==> config.mk <==
export PLATFORM = sky130hd
export DESIGN_NAME = card_control_channel_enable_regs
export DESIGN_NICKNAME = d
export VERILOG_FILES = /design/src/card_control_channel_enable_regs.v /design/src/reset_pulse.v
export VERILOG_INCLUDE_DIRS = /design/src
export SDC_FILE = /design/constraint.sdc
export NUM_CORES = 1
export LEC_CHECK = 0
export BUFFER_PORTS_ARGS = -buffer_cell sky130_fd_sc_hd__buf_4
export CORE_ASPECT_RATIO = 1.4
export CORE_MARGIN = 3
export CORE_UTILIZATION = 31
export DETAILED_ROUTE_END_ITERATION = 8
export SLEW_MARGIN = 20
export SYNTH_ARGS = -nofsm -noshare
export SYNTH_HDL_FRONTEND = slang
export SYNTH_SLANG_ARGS = --single-unit
==> constraint.sdc <==
create_clock -name clk_sys -period 2.3 [get_ports clk_sys]
set_input_delay 0.46 -clock clk_sys [delete_from_list [all_inputs] [get_ports clk_sys]]
set_output_delay 0.46 -clock clk_sys [all_outputs]
set_load 0.01 [all_outputs]
==> src/card_regs_defs.vh <==
`ifndef CARD_REGS_DEFS_VH
`define CARD_REGS_DEFS_VH

// register indices as printed; byte address is four times the index
`define IDX_BOARD_COMMAND 16'h0064
`define IDX_CUSTOM_ID 16'h0c3a
`define IDX_CHAN_ENABLE 16'h2af8
`define IDX_CHAN_COUNT 16'h2af9
// own registers: interrupt status, mask, run control/status
`define IDX_IRQ_STATUS 16'h3000
`define IDX_IRQ_MASK 16'h3001
`define IDX_RUN_CTRL 16'h3002
`define IDX_RUN_STATUS 16'h3003

// byte address width and index slice
`define ADDR_W 18
`define IDX_LSB 2

// board command codes
`define CMD_FULL_RESET 32'h0000_0001

// customisation identifier field positions
`define BASE_MOD_LSB 0
`define FRONT_MOD_LSB 8
`define HUB_MOD_LSB 16

// channel enable masks
`define CHEN_FIRST 2'h1
`define CHEN_SECOND 2'h2
`define CHEN_BOTH 2'h3
`define CHEN_RESET 2'h1

// interrupt status bit positions
`define IRQ_BAD_MASK 0
`define IRQ_CARD_RESET 1
`define IRQ_RUN_DONE 2
`define IRQ_BITS 3

// run control bits
`define RUN_START_BIT 0
`define RUN_STOP_BIT 1
`define RUN_CLKOUT_BIT 2
`define RUN_TRIGOUT_BIT 3

// length of the internal reset pulse after a reset command, in cycles
`define SOFT_RST_CYCLES 4'h4

`endif

==> src/card_control_channel_enable_regs.v <==
`include "card_regs_defs.vh"

// What this block does
// - identifier bits 7:0 mark base board mod
// - identifier bits 15:8 mark front-end mod
// - identifier bits 23:16 mark hub module mod
// - standard card reads all-zero modification fields
// - writing reset code to command register resets card
// - command reset acts like power-on reset, except interrupt status is kept
// - all settings, channel bitmap included, return default
// - memory data flagged invalid after reset command
// - reset command disables trigger and clock outputs
// - channel bitmap takes effect at next run start
// - bit 0 enables channel 0, bit 1 channel 1
// - only masks 1, 2, 3 accepted; others flagged error
// - read-only count of enabled channels
// - bitmap and count readable right after write
module card_control_channel_enable_regs #(
	parameter [7:0] BASE_MOD_CODE = 8'h00, // arbitrary, zero on standard card
	parameter [7:0] FRONT_MOD_CODE = 8'h00, // arbitrary, zero on standard card
	parameter [7:0] HUB_MOD_CODE = 8'h00 // arbitrary, zero on standard card
) (
	// clock and reset
	input wire clk_sys,
	input wire sys_rst,
	// register port
	input wire [`ADDR_W-1:0] reg_addr,
	input wire [31:0] reg_wdata,
	input wire reg_wr,
	input wire reg_rd,
	output reg [31:0] reg_rdata,
	// acquisition engine
	input wire run_done,
	output reg run_active,
	output reg [1:0] run_chan_enable,
	output reg mem_data_valid,
	// card outputs
	output reg clk_out_en,
	output reg trig_out_en,
	// interrupt
	output wire irq
);

	wire [15:0] idx; // word index from byte address
	wire rst_int; // power-on or command reset
	wire cmd_reset; // one-cycle reset command pulse
	wire wr_cmd, wr_chen, wr_stat, wr_mask, wr_ctrl;
	wire chen_ok; // written mask is legal
	wire [`IRQ_BITS-1:0] irq_evt; // event pulses
	reg [1:0] chen_r; // programmed channel bitmap
	reg [1:0] chen_nxt;
	reg [1:0] chcount_r; // channel count of the programmed bitmap
	reg [1:0] chcount_nxt;
	reg [`IRQ_BITS-1:0] stat_r; // sticky interrupt status
	reg [`IRQ_BITS-1:0] mask_r; // interrupt mask
	reg rst_evt_r; // remembers a command reset for the status flag
	reg [31:0] rdata_nxt;

	assign idx = reg_addr[`ADDR_W-1:`IDX_LSB];

	// write decodes
	assign wr_cmd = reg_wr & (idx == `IDX_BOARD_COMMAND);
	assign wr_chen = reg_wr & (idx == `IDX_CHAN_ENABLE);
	assign wr_stat = reg_wr & (idx == `IDX_IRQ_STATUS);
	assign wr_mask = reg_wr & (idx == `IDX_IRQ_MASK);
	assign wr_ctrl = reg_wr & (idx == `IDX_RUN_CTRL);

	// only the reset code triggers; other command values are ignored
	assign cmd_reset = wr_cmd & (reg_wdata == `CMD_FULL_RESET);

	// soft reset is stretched and merged with power-on reset
	reset_pulse u_reset_pulse (
		.clk_sys(clk_sys),
		.sys_rst(sys_rst),
		.trig(cmd_reset),
		.rst_out(rst_int)
	);

	// legal masks only; upper bits must be zero
	assign chen_ok = (reg_wdata == {30'h0, `CHEN_FIRST}) |
		(reg_wdata == {30'h0, `CHEN_SECOND}) |
		(reg_wdata == {30'h0, `CHEN_BOTH});

	// next bitmap and count: count follows the stored bitmap immediately
	always @* begin
		chen_nxt = chen_r;
		chcount_nxt = chcount_r;
		if (wr_chen && chen_ok) begin
			chen_nxt = reg_wdata[1:0];
			// popcount of the legal mask
			chcount_nxt = {1'b0, reg_wdata[0]} + {1'b0, reg_wdata[1]};
		end
	end

	// channel settings; reset to one channel enabled
	always @(posedge clk_sys) begin
		if (rst_int) begin
			chen_r <= `CHEN_RESET;
			chcount_r <= 2'h1;
		end else begin
			chen_r <= chen_nxt;
			chcount_r <= chcount_nxt;
		end
	end

	// run control: the engine only sees the bitmap latched at run start,
	// so a write during a run cannot disturb channels mid-acquisition
	always @(posedge clk_sys) begin
		if (rst_int) begin
			run_active <= 1'b0;
			run_chan_enable <= `CHEN_RESET;
			mem_data_valid <= 1'b0;
			clk_out_en <= 1'b0;
			trig_out_en <= 1'b0;
		end else begin
			if (wr_ctrl) begin
				clk_out_en <= reg_wdata[`RUN_CLKOUT_BIT];
				trig_out_en <= reg_wdata[`RUN_TRIGOUT_BIT];
			end
			if (wr_ctrl && reg_wdata[`RUN_START_BIT] && !run_active) begin
				run_active <= 1'b1;
				// a write in this same cycle already counts for this run
				run_chan_enable <= chen_nxt;
				mem_data_valid <= 1'b0; // old data stale once a new run starts
			end else if (run_active && (run_done ||
				(wr_ctrl && reg_wdata[`RUN_STOP_BIT]))) begin
				run_active <= 1'b0;
				mem_data_valid <= 1'b1;
			end
		end
	end

	// command reset event survives the internal reset so software can see it
	always @(posedge clk_sys) begin
		if (sys_rst) begin
			rst_evt_r <= 1'b0;
		end else begin
			rst_evt_r <= cmd_reset;
		end
	end

	// event pulses
	assign irq_evt[`IRQ_BAD_MASK] = wr_chen & ~chen_ok;
	assign irq_evt[`IRQ_CARD_RESET] = rst_evt_r;
	assign irq_evt[`IRQ_RUN_DONE] = run_active & run_done;

	// sticky status, write one to clear, set wins over clear
	genvar g;
	generate
		for (g = 0; g < `IRQ_BITS; g = g + 1) begin : g_stat
			always @(posedge clk_sys) begin
				if (sys_rst) begin
					stat_r[g] <= 1'b0;
				end else if (irq_evt[g]) begin
					stat_r[g] <= 1'b1;
				end else if (wr_stat && reg_wdata[g]) begin
					stat_r[g] <= 1'b0;
				end
			end
		end
	endgenerate

	// mask is a setting and returns to all-off on either reset
	always @(posedge clk_sys) begin
		if (rst_int) begin
			mask_r <= {`IRQ_BITS{1'b0}};
		end else if (wr_mask) begin
			mask_r <= reg_wdata[`IRQ_BITS-1:0];
		end
	end

	assign irq = |(stat_r & mask_r);

	// read mux; command register is write-only and reads zero
	always @* begin
		rdata_nxt = 32'h0000_0000;
		case (idx)
			`IDX_CUSTOM_ID: begin
				rdata_nxt[`BASE_MOD_LSB +: 8] = BASE_MOD_CODE;
				rdata_nxt[`FRONT_MOD_LSB +: 8] = FRONT_MOD_CODE;
				rdata_nxt[`HUB_MOD_LSB +: 8] = HUB_MOD_CODE;
			end
			`IDX_CHAN_ENABLE: begin
				rdata_nxt[1:0] = chen_r;
			end
			`IDX_CHAN_COUNT: begin
				rdata_nxt[1:0] = chcount_r;
			end
			`IDX_IRQ_STATUS: begin
				rdata_nxt[`IRQ_BITS-1:0] = stat_r;
			end
			`IDX_IRQ_MASK: begin
				rdata_nxt[`IRQ_BITS-1:0] = mask_r;
			end
			`IDX_RUN_CTRL: begin
				rdata_nxt[`RUN_CLKOUT_BIT] = clk_out_en;
				rdata_nxt[`RUN_TRIGOUT_BIT] = trig_out_en;
			end
			`IDX_RUN_STATUS: begin
				rdata_nxt[0] = run_active;
				rdata_nxt[1] = mem_data_valid;
			end
			default: begin
				rdata_nxt = 32'h0000_0000; // unmapped reads zero
			end
		endcase
	end

	// read data stands one cycle after the strobe, zero otherwise
	always @(posedge clk_sys) begin
		if (sys_rst) begin
			reg_rdata <= 32'h0000_0000;
		end else if (reg_rd) begin
			reg_rdata <= rdata_nxt;
		end else begin
			reg_rdata <= 32'h0000_0000;
		end
	end

endmodule

==> src/reset_pulse.v <==
`include "card_regs_defs.vh"

// stretches the one-cycle reset command into a fixed-length reset level,
// so every reset consumer sees it like a power-on reset, held for SOFT_RST_CYCLES cycles
module reset_pulse (
	// clock and reset
	input wire clk_sys,
	input wire sys_rst,
	// one-cycle request
	input wire trig,
	// combined reset level
	output wire rst_out
);

	reg [3:0] cnt_r; // remaining cycles of soft reset
	reg [3:0] cnt_nxt;

	// next count: reload on trigger, count down otherwise
	always @* begin
		cnt_nxt = cnt_r;
		if (trig) begin
			cnt_nxt = `SOFT_RST_CYCLES;
		end else if (cnt_r != 4'h0) begin
			cnt_nxt = cnt_r - 4'h1;
		end
	end

	// counter register
	always @(posedge clk_sys) begin
		if (sys_rst) begin
			cnt_r <= 4'h0;
		end else begin
			cnt_r <= cnt_nxt;
		end
	end

	// power-on reset and soft reset act the same downstream
	assign rst_out = sys_rst | (cnt_r != 4'h0);

endmodule
### After elaboration in Yosys (flattened, before gate mapping)

Index checks and enable logic that the tools add are counted.

| word-level totals | value |
|---|---|
| bits of input ports | 55 |
| bits in read-only memories | 0 |
| bits in registers | 53 |
| latch bits | 0 |
| word-level logic and storage cells | 78 |
| memories | 0 |
| output and inout bits | 39 |
| memory bits (writable) | 0 |

| cells by class | value |
|---|---|
| div/mod/pow operators | 0 |
| shifts and indexed selects | 0 |
| reduce and logical (&&, ||, !) cells | 21 |
| eq/ne operators | 10 |
| multiplexer cells | 13 |
| bitwise logic cells | 15 |
| $mul | 0 |
| $add $sub $neg | 2 |
| $lt $le $gt $ge | 0 |

Operator list:

| cell | count |
|---|---|
| $eq A16 B14 Y1 const B | 6 |
| $eq A32 B2 Y1 const B | 2 |
| $eq A32 B1 Y1 const B | 1 |
| $eq A16 B7 Y1 const B | 1 |
| $pmux W2 S5 | 1 |
| $reduce_bool A2 Y1 | 5 |
| $and A1 B1 Y1 | 8 |
| $logic_and A1 B1 Y1 | 8 |
| $mux W1 | 8 |
| $mux W3 | 2 |
| $reduce_or A2 Y1 | 3 |
| $reduce_or A3 Y1 | 2 |
| $reduce_bool A4 Y1 | 1 |
| $sub A4 B1 Y4 const B | 1 |
| $and A3 B3 Y3 | 1 |
| $not A1 Y1 | 3 |
| $or A1 B1 Y1 | 3 |
| $pmux W1 S3 | 1 |
| $add A1 B1 Y2 | 1 |
| $mux W2 | 1 |
| $logic_not A1 Y1 | 1 |
| $logic_or A1 B1 Y1 | 1 |

### Depth between registers and ports, before layout

Gate-level depths: netlist of the first run.

| depth | value |
|---|---|
| depth after elaboration | 7 |
| mapped depth | 7 |
| gate-level depth less buffers | 7 |

### By module

Synthesis of the first run repeated with hierarchy kept, for this count alone.

| second synthesis, totals | value |
|---|---|
| cells, all modules | 199 |
| area total of the unflattened synthesis | 1,754.2 µm² |

Modules (own cells, without submodules):

| module | cells an instance | instances | area an instance (µm²) | sequential area each (µm²) |
|---|---|---|---|---|
| card_control_channel_enable_regs | 175 | 1 | 1,522.7 | 420.4 |
| reset_pulse | 24 | 1 | 231.5 | 80.1 |

### Worst setup path before layout of the first run

Ideal clock, no wire load.

| timing | value |
|---|---|
| kind | in2reg |
| from | input port reg_addr[2] |
| to | register u_reset_pulse.cnt_r[0] |
| path buffers | 1 |
| cell stages on the path | 6 |
| setup slack | 516 ps |
| arrival | 1,671 ps |
| library setup time | 113 ps |
| cells stage by stage | buf_6 -> nor3b_4 -> nand4_1 -> or4_4 -> nor2b_4 -> and2_4 |

| between the ends | value |
|---|---|
| cells in the longest elaborated chain, start to end | 4 |

Ends and longest elaborated chain:

| what | RTL line | source |
|---|---|---|
| from (decl) | card_control_channel_enable_regs.v:27 | `` input wire [`ADDR_W-1:0] reg_addr, `` |
| $eq A16 B7 Y1 (no line) | n/a |  |
| $and A1 B1 Y1 | card_control_channel_enable_regs.v:62 | `` assign wr_cmd = reg_wr & (idx == `IDX_BOARD_COMMAND); `` |
| $and A1 B1 Y1 | card_control_channel_enable_regs.v:69 | `` assign cmd_reset = wr_cmd & (reg_wdata == `CMD_FULL_RESET); `` |
| $reduce_or A2 Y1 (no line) | n/a |  |
| to (signal assigned) | reset_pulse.v:33 | `cnt_r <= cnt_nxt;` |
| to (decl) | reset_pulse.v:15 | `reg [3:0] cnt_r;` |

Every way passes these cells.
A chain may end at the register's enable or synchronous reset.

### Worst setup path in the final report of the first run

| timing | value |
|---|---|
| from | input port reg_wdata[26] |
| to | register u_reset_pulse.cnt_r[0] |

| between the ends | value |
|---|---|
| cells in the longest elaborated chain, start to end | 3 |

Ends and longest elaborated chain:

| what | RTL line | source |
|---|---|---|
| from (decl) | card_control_channel_enable_regs.v:28 | `input wire [31:0] reg_wdata,` |
| $eq A32 B1 Y1 | n/a |  |
| $and A1 B1 Y1 | card_control_channel_enable_regs.v:69 |  |
| $reduce_or A2 Y1 (no line) | n/a |  |

Every way passes these cells.

==> summary.md, run 1 <==
| Metric | Value |
|---|---|
| CP endpoint | u_reset_pulse.cnt_r[0] |
| Row count | 30 |
| Clk buf depth | 2 |
| Setup crit end kind | register |
| Post-CTS Resized | 0 |
| Clock-pin slew on the worst setup and hold paths | 0.09 ns |
| Diode count | 0 |
| Syn. warnings | 0 |
| PD cells | 520 nW/um^2 |
| Core Region | 4990 sq um |
| Htree depth | 1 |
| Post-synthesis async set-or-reset flop share | 0% |
| Worst-path maximum fanout | 3 |
| Unrepaired setup endpoints after global routing | false |
| Number of detailed-route iterations in the first pass | 4 |
| Leak Pwr | 0.943 nW |
| Most frequent cells in the layout | buf_4, conb_1, dfxtp_1 |
| CTS tree | done |
| Share of cells above drive strength 1 | between 30% and 40% |
| Post-Route WL | 4200 um |
| Leading cell type in the layout, fill and taps excluded | buf_4 |
| Class of the worst hold path | in2reg |
| Rel. slew slack | between 60% and 70% |
| Critical path arrival | 1.95 ns |
| Fmax | 568 MHz |
| Post-CTS Hold Buffers | 0 |
| Seq/Total Area, Yosys | 30.3% |
| Final setup TNS | 0 ns |
| Period Utilization, post-route | 76.6% |
| Skew-Pair Late Insertion Delay | 0.28 ns |
| Total power | 0.00109 W |
| Reg2reg path depth | 6 |
| Post-synthesis cell count | approximately 190 |
| Initial core utilization | ~33% |
| DRC Markers | 0 |
| NumNets Final | between 300 and 400 |
| Wire per inst | 13.2 um |
| Die width | between 60 and 70 um |
| Number of global-route vias before repair | 1376 |
| Syn_area_per_cell | approximately 8.6 sq um |
| Die height | 92.4 um |
| Clock skew | ~0.0035 ns |
| Critical path launch point | reg_wdata[26] |
| Distinct cells, synth | 44 |
| Clock root buffer | clkbuf_8 |
| Dominant synthesized flop cell | dfxtp_1 |
| Slew Viols, Final | 0 |
| Grt ovf | 0 |
| Antenna Nets Post-Route | 0 |
| Final setup fails | 0 |
| R2r endpoint | mem_data_valid |
| Ports | 94 |
| Max-Cap Viols | 0 |
| WP data required | 2.49 ns |
| Routed vias/inst | 4.64 |
| Worst r2r src | u_reset_pulse.cnt_r[0] |
| Tot GR Track Use | 13.4% |
| Period minus WS final | 1.76 ns |
| DP HPWL | ~3500 um |
| CP Class | in2reg |
| Worst setup SP type | primary input |
| Inserted Clock Buffers | 3 |
| Antenna violations before repair | 0 |
| Synth Register Bits | 25 |
| First-pass GRT wire length | 6360 um |
| Hold Fails Final Rpt | 0 |
| Clock sinks | 25 |
| Layout area overhead | 27.0% |
| Peak VDD IR | 0.000224 V |
| Die ar. | between 6000 and 7000 sq um |
| Vias | 1471 |
| Pin count of the biggest net entering global routing | 16 |
| Syn Std Cell Area | 1650 sq um |
| Actual slew at the worst max-slew pin | 0.506 ns |
| R2R setup slack | 0.70 ns |
| IO buf count | 63 |
| Number of synthesized flops with an enable pin | 0 |
| Status | finished, final reports clean |
| Postcts setup bufs | 0 |
| RePlAce Congestion | 0.781 |
| Fillers | 531 |
| Initial DRC Count | 77 |
==> state kept, by name, summed over array words and instances, names as in the netlist <==
signal               flops
chcount_r                2
chen_r                   2
clk_out_en               1
mask_r                   3
mem_data_valid           1
reg_rdata                4
rst_evt_r                1
run_active               1
run_chan_enable          2
stat_r                   3
trig_out_en              1
u_reset_pulse.cnt_r      4
==> routing by layer <==
metal  routed length [um]  global-route usage (%)  vias to the layer above
met2                 2360                    25.1                       48
met1                 1560                    14.6                      676
li1                     -                       -                      741
met5                    0                       0                        -
met4                   81                    5.41                        0
met3                  192                    1.58                        6
==> layout make-up <==
type / instances / area [sq um] / share of cell area, %
clock buffer: 3 / 41.3 / 1.97
inverter: 6 / 22.5 / 1.07
sequential: 25 / 500 / 23.9
multi-input combinational: 154 / 966 / 46.0
tap: 64 / 80.1 / 3.82
clock inverter: 1 / 7.51 / 0.358
timing repair buffer: 64 / 480 / 22.9
==> through the flow <==
step	cells	cell area (sq um)	utilization [%]	hold WS [ns]	setup slack, ns
6_report	317	2100	42.0	0.436	0.539
5_1_grt	317	2100	42.0	0.444	0.451
4_1_cts	317	2100	42.0	0.436	0.508
3_5_place_dp	313	2050	41.1	0.442	0.205
3_3_place_gp	313	2050	41.1	0.424	0.199
2_1_floorplan	219	1750	-	0.413	0.516
==> worst max-delay path, cell delays in order <==
cell,delay (ns)
buf_4,0.11
nor4_1,0.30
nand4_1,0.20
or4_4,0.60
nor2b_4,0.15
and2_4,0.13
==> how the worst min path moves through the flow <==
stage / end / depth (start not counted) / slack [ns] / from
6_report: trig_out_en / 3 / 0.44 / reg_wdata[3]
5_1_grt: rst_evt_r / 2 / 0.44 / sys_rst
4_1_cts: stat_r[1] / 2 / 0.44 / sys_rst
3_5_place_dp: stat_r[1] / 2 / 0.44 / rst_evt_r
3_3_place_gp: stat_r[1] / 2 / 0.42 / rst_evt_r
2_1_floorplan: stat_r[1] / 2 / 0.41 / rst_evt_r
==> synth_stat cells (5+ instances only) <==
cell type	count	area share [%]
buf_4	30	14
inv_1	6	1.4
nor2_1	18	4.1
mux2i_1	16	9.7
a21oi_1	7	2.1
nor2b_1	5	1.9
nor4_1	7	2.7
dfxtp_1	25	30
nand3_1	8	2.4
nand2_1	13	3.0
nand4_1	6	2.3
==> where the power goes <==
group | internal (W) | total, W | switching, W
Clock | 0.000123 | 0.000276 | 0.000152
Combinational | 0.000157 | 0.000338 | 0.000181
Sequential | 0.000460 | 0.000478 | 0.0000184
Total | 0.000740 | 0.00109 | 0.000351
==> cell families after synthesis <==
group / after synthesis / synth area share, %
XOR/XNOR: 1 / 0.530
buffers and inverters: 40 / 17.3
other: 1 / 0.227
multiplexers: 17 / 10.4
flip-flops: 25 / 30.3
adder cells (fa/ha/maj): 4 / 3.03
AND/OR/NAND/NOR: 86 / 30.8
AO/OA/AOI/OAI: 18 / 7.35
(Power assumes the default switching activity.)
==> run 2: changes to the inputs <==
==> constraint.sdc (replaced) <==
create_clock -name clk_sys -period 1.5 [get_ports clk_sys]
set_input_delay 0.3 -clock clk_sys [delete_from_list [all_inputs] [get_ports clk_sys]]
set_output_delay 0.3 -clock clk_sys [all_outputs]
set_load 0.01 [all_outputs]
==> run 2 against run 1 <==
Compared with the run above:
- the run now ends with setup timing left
- critical path depth grew 2
- combinational power grew 100%
- routed wire length grew 9.4%
- critical path type unchanged
- largest cell class unchanged
- largest power group unchanged
- highest routed layer unchanged
==> summary.md, run 2 (synthesis gave the netlist of run 1 again) <==
| Metric | Value |
|---|---|
| Hold Crit Start | sys_rst |
| Unrepaired setup endpoints after global routing | true |
| Worst-path maximum fanout | 3 |
| Post-Route WL | 4590 um |
| Dpl cells | 338 |
| Vias | 1619 |
| Worst setup SP type | primary input |
| Clock skew | ~0.0061 ns |
| Pre-CTS setup slack | -0.380 ns |
| Max-Cap Viols | 0 |
| Fmax | roughly 660 MHz |
| Die height | 92.4 um |
| Leak Pwr | 1.10 nW |
| Most frequent cells in the layout | buf_4, conb_1, dfxtp_1 |
| DP HPWL | 3800 um |
| Status | complete, but fails checks |
| Antenna violations before repair | 0 |
| Tot GR Track Use | approximately 15% |
| Clk buf depth | 2 |
| Slew Viols, Final | 0 |
| PD cells | 747 nW/um^2 |
| Die ar. | 6250 sq um |
| Inserted Clock Buffers | 3 |
| Skew-Pair Late Insertion Delay | 0.27 ns |
| Share of cells above drive strength 1 | 42.8% |
| Period minus WS final | 1.52 ns |
| Grt ovf | 0 |
| Ports | 94 |
| Post-DP Area | 2240 sq um |
| Wire per inst | 13.4 um |
| Failing checks | setup timing |
| Routed vias/inst | 4.73 |
| Leading cell type in the layout, fill and taps excluded | buf_4 |
| Layout Utilization | 48.5% |
| Layout area overhead | 46.7% |
| Row count | 30 |
| Die width | 67.7 um |
| Final Non-Filler Cells | 342 |
| Htree depth | 1 |
| Initial core utilization | 33.1% |
| Peak VDD IR | around 0.0004 V |
| Final setup TNS | -0.0351 ns |
| Pin count of the biggest net entering global routing | 15 |
| Regs by FF count | reg_rdata x4, u_reset_pulse.cnt_r x4 |
| Period Utilization, post-route | 101% |
| Worst r2r src | u_reset_pulse.cnt_r[0] |
| Class of the worst hold path | in2reg |
| Post-route cell area | 2420 sq um |
| IO buf count | between 60 and 70 |
| Hold Fails Final Rpt | 0 |
| Diode count | 0 |
| R2R setup slack | between 0.15 and 0.2 ns |
| Number of detailed-route iterations in the first pass | 4 |
| Core Region | 4990 sq um |
| WP data required | 1.67 ns |
| Clock-pin slew on the worst setup and hold paths | approximately 0.08 ns |
| Final setup fails | 3 |
| DRC Markers | 0 |
| RePlAce Congestion | 0.849 |
| Initial DRC Count | 46 |
| Setup ws final | -0.0164 ns |
| Post-CTS Hold Buffers | 0 |
| Clock root buffer | clkbuf_8 |
| Number of global-route vias before repair | roughly 1600 |
| First-pass GRT wire length | 7210 um |
| CP Class | in2reg |
| NumNets Final | 338 |
| Critical path arrival | 1.69 ns |
| CTS tree | done |
| Clock sinks | 25 |
| Antenna Nets Post-Route | 0 |
| Critical path launch point | reg_wdata[1] |
| Setup crit end kind | register |
==> run 2: changes by cell type in the layout (fill, tap and decap cells not counted), moves of 2 or more <==
cell | previous run | this run
buf_4 | 64 | 84
dfxtp_1 | 25 | 22
nor4_2 | 1 | 3
a21oi_2 | 0 | 2
a21oi_1 | 7 | 5
dfxtp_2 | 0 | 3
nor4_1 | 7 | 1
buf_6 | 0 | 5
nor3_1 | 4 | 2
nor4_4 | 1 | 5
==> run 2: worst paths after layout <==
kind / to / depth (start not counted)
max: u_reset_pulse.cnt_r[0] / 8
min: u_reset_pulse.cnt_r[2] / 2
max reg2reg: mem_data_valid / 6
min reg2reg: stat_r[1] / 2
==> run 2: cell type report <==
| class | instances | area (sq um) |
|---|---|---|
| clock buffers | 3 | 41.3 |
| clock inverters | 1 | 5.00 |
| fillers | 527 | 2570 |
| inverters | 6 | 22.5 |
| multi-input cells | 154 | 1080 |
| flip-flops and latches | 25 | 504 |
| well taps | 64 | 80.1 |
| repair buffers | 89 | 687 |
==> run 2: layer usage <==
metal | up-vias | part of all wire (%) | global-route usage, % | wire [um]
met2 | 55 | 55 | 26.6 | 2540
li1 | 795 | - | - | -
met4 | 0 | 1.1 | 4.74 | 52
met1 | 765 | 38 | 17.8 | 1750
met5 | - | 0 | 0 | 0
met3 | 4 | 5.5 | 1.94 | 251
==> run 2: power by group <==
part           total (W)  switching (W)  internal, W  leakage [nW]
combinational   0.000678       0.000327     0.000351         0.867
clock           0.000399       0.000213     0.000186        0.0255
sequential      0.000734      0.0000285     0.000705         0.204
total            0.00181       0.000569      0.00124          1.10
==> run 2: what timing repair did <==
item,4_1_cts,5_1_grt
resized for setup,11,19
setup endpoints to repair,10,19
buffers inserted,0,0
hold endpoints to repair,0,0
pin swaps,4,8
==> run 2: per-stage QoR <==
| step | total power, W | hold slack (ns) |
|---|---|---|
| 2_1_floorplan | 0.00115 | 0.413 |
| 3_3_place_gp | 0.00138 | 0.434 |
| 3_5_place_dp | 0.00139 | 0.433 |
| 4_1_cts | 0.00181 | 0.273 |
| 5_1_grt | 0.00194 | 0.269 |
| 6_report | 0.00181 | 0.277 |
==> run 2: critical path, stage by stage <==
cell	delay, ns
buf_4	0.11
inv_1	0.08
ha_4	0.15
nand2_1	0.05
or3_1	0.30
or4_4	0.42
nor2b_4	0.15
and2_4	0.13
==> run 3: changes to the inputs <==
--- a/config.mk
+++ b/config.mk
@@ -11,6 +11,7 @@
 export CORE_MARGIN = 3
 export CORE_UTILIZATION = 31
 export DETAILED_ROUTE_END_ITERATION = 8
+export PLACE_DENSITY = 0.69
 export SLEW_MARGIN = 20
 export SYNTH_ARGS = -nofsm -noshare
 export SYNTH_HDL_FRONTEND = slang
==> run 3 against run 2 <==
Compared with the run above:
- first-iteration DRC count is 110% higher
- critical path type unchanged
- sequential share of layout area hardly changed
- non-clock buffer count stayed put
- the run still ends with setup timing left
- critical path depth is 2 lower
- largest power group unchanged
- routed wire length is 0.46% lower
- design area is 0.41% lower
==> summary.md, run 3 (synthesis gave the netlist of run 1 again) <==
| Metric | Value |
|---|---|
| Clock skew | 0.00448 ns |
| Dpl cells | roughly 340 |
| Clock root buffer | clkbuf_8 |
| Int Pwr | 0.00126 W |
| Most frequent cells in the layout | buf_4, conb_1, dfxtp_1 |
| Slew Viols, Final | 0 |
| PD cells | 772 nW/um^2 |
| Skew-Pair Late Insertion Delay | 0.28 ns |
| Regs by FF count | reg_rdata x4, u_reset_pulse.cnt_r x4 |
| Die height | between 90 and 100 um |
| Clk buf depth | 2 |
| Die width | 67.7 um |
| Layout Utilization | 48.3% |
| WP data required | 1.68 ns |
| Reg2reg path depth | 8 |
| CP endpoint | u_reset_pulse.cnt_r[0] |
| Initial core utilization | 33.1% |
| Max-Cap Viols | 0 |
| Failing checks | setup timing |
| R2R setup slack | 0.16 ns |
| Clock Power Share | 22.6% |
| Post-Route WL | 4570 um |
| Worst-path maximum fanout | 3 |
| Clock sinks | 25 |
| Setup crit end kind | register |
| DP HPWL | 3740 um |
| Clock-pin slew on the worst setup and hold paths | 0.09 ns |
| Unrepaired setup endpoints after global routing | true |
| Worst r2r src | u_reset_pulse.cnt_r[0] |
| DRC Markers | 0 |
| Hold Fails Final Rpt | 0 |
| Combinational share of power | 38.0% |
| Post-route cell area | around 2400 sq um |
| Worst setup SP type | primary input |
| Number of detailed-route iterations in the first pass | 4 |
| Crit path cell chain | buf_4 > nor4_2 > nand4_1 > or4_4 > nor2b_4 > and2_4 |
| Leak Pwr | 1.09 nW |
| Final Non-Filler Cells | 342 |
| Pin count of the biggest net entering global routing | 15 |
| Leading cell type in the layout, fill and taps excluded | buf_4 |
| Vias | 1629 |
| Fillers | 505 |
| Period Utilization, post-route | 101% |
| IO buf count | 63 |
| Initial DRC Count | 95 |
| CP delay by family, top | simple AND/OR/NAND/NOR gates |
| Tot GR Track Use | between 10% and 20% |
| Layout area overhead | 46.1% |
| Ports | 94 |
| Area of the multi-input gates | approximately 1100 sq um |
| Period minus WS final | 1.52 ns |
| Final setup fails | 3 |
| Die ar. | approximately 6300 sq um |
| Sequential cell area | 503 sq um |
| Row count | 30 |
| Post-DP Area | 2230 sq um |
| RePlAce Congestion | 0.806 |
| First-pass GRT wire length | just over 7000 um |
| Peak VDD IR | between 0.0003 and 0.0004 V |
| Switching Fraction | 32.2% |
| Slowest cell delay on critical path | about 0.58 ns |
| Fmax | 657 MHz |
| Status | complete, but fails checks |
| Wire per inst | 13.4 um |
| Htree depth | 1 |
| Share of cells above drive strength 1 | 41.7% |
| Diode count | 0 |
| Grt ovf | 0 |
| Bufs and invs on worst path | 1 |
| Critical path's slowest cell | or4_4 |
| Critical path arrival | 1.70 ns |
| CP Class | in2reg |
| Sequential share of power | 39.4% |
| Number of global-route vias before repair | 1674 |
| Setup ws final | -0.0217 ns |
| Class of the worst hold path | in2reg |
| P_sw | roughly 0.0006 W |
| Routed vias/inst | approximately 4.8 |
| Core Region | 4990 sq um |
| Antenna Nets Post-Route | 0 |
| Worst path depth | 6 |
| Critical path launch point | reg_wdata[24] |
| Inserted Clock Buffers | 3 |
| Antenna violations before repair | 0 |
| NumNets Final | about 340 |
| R2r endpoint | chcount_r[0] |
| CTS tree | done |
[run 3: metal layers]
layer | routed length, um | vias to the layer above | track usage [%] | part of all wire (%)
li1 | - | 791 | - | -
met1 | 1590 | 765 | 15.4 | 35
met2 | 2640 | 63 | 29.6 | 58
met3 | 244 | 10 | 0.850 | 5.3
met4 | 98 | 0 | 5.75 | 2.1
met5 | 0 | - | 0 | 0
[run 3: power groups by stage]
stage	Sequential (W)	Combinational (W)	Clock (W)
CTS	0.000735	0.000655	0.000423
finish	0.000735	0.000707	0.000421
global placement	0.000750	0.000623	0
floorplan	0.000742	0.000405	0
global route	0.000743	0.000787	0.000444
detailed placement	0.000750	0.000640	0
[run 3: what timing repair did]
action / 4_1_cts / 5_1_grt
setup buffers: 1 / 0
hold buffers: 0 / 0
resized for setup: 13 / 16
pin swaps: 5 / 7
setup endpoints to repair: 5 / 20
[run 3: worst min path at each step]
| stage | depth (start not counted) | startpoint | endpoint |
|---|---|---|---|
| floorplan | 2 | rst_evt_r | stat_r[1] |
| global placement | 2 | rst_evt_r | stat_r[1] |
| detailed placement | 2 | rst_evt_r | stat_r[1] |
| CTS | 2 | sys_rst | rst_evt_r |
| global route | 2 | sys_rst | u_reset_pulse.cnt_r[2] |
| finish | 2 | sys_rst | u_reset_pulse.cnt_r[2] |
[run 3: final cells by class]
class / count / share of cell area, %
multi-input cells: 154 / 44.1
well taps: 64 / 3.32
clock buffers: 3 / 1.71
flip-flops and latches: 25 / 20.8
inverters: 6 / 0.933
repair buffers: 89 / 28.9
clock inverters: 1 / 0.207
[run 3: worst register-to-register path, cell delays in order (launching register included)]
cell and delay (ns):
dfxtp_1 0.32, inv_1 0.11, ha_4 0.16, nand2_1 0.06, buf_4 0.15, nor2_1 0.09, buf_4 0.16, and2_1 0.13
mux2i_1 0.06
[run 3: per-stage QoR]
stage               setup WS (ns)  total power, W  TNS [ns]  hold WS (ns)
floorplan                  -0.117         0.00115    -0.535         0.413
global placement           -0.332         0.00137     -4.62         0.439
detailed placement         -0.349         0.00139     -5.06         0.440
CTS                       -0.0485         0.00181   -0.0632         0.291
global route              -0.0771         0.00197    -0.242         0.283
finish                    -0.0217         0.00186   -0.0547         0.276
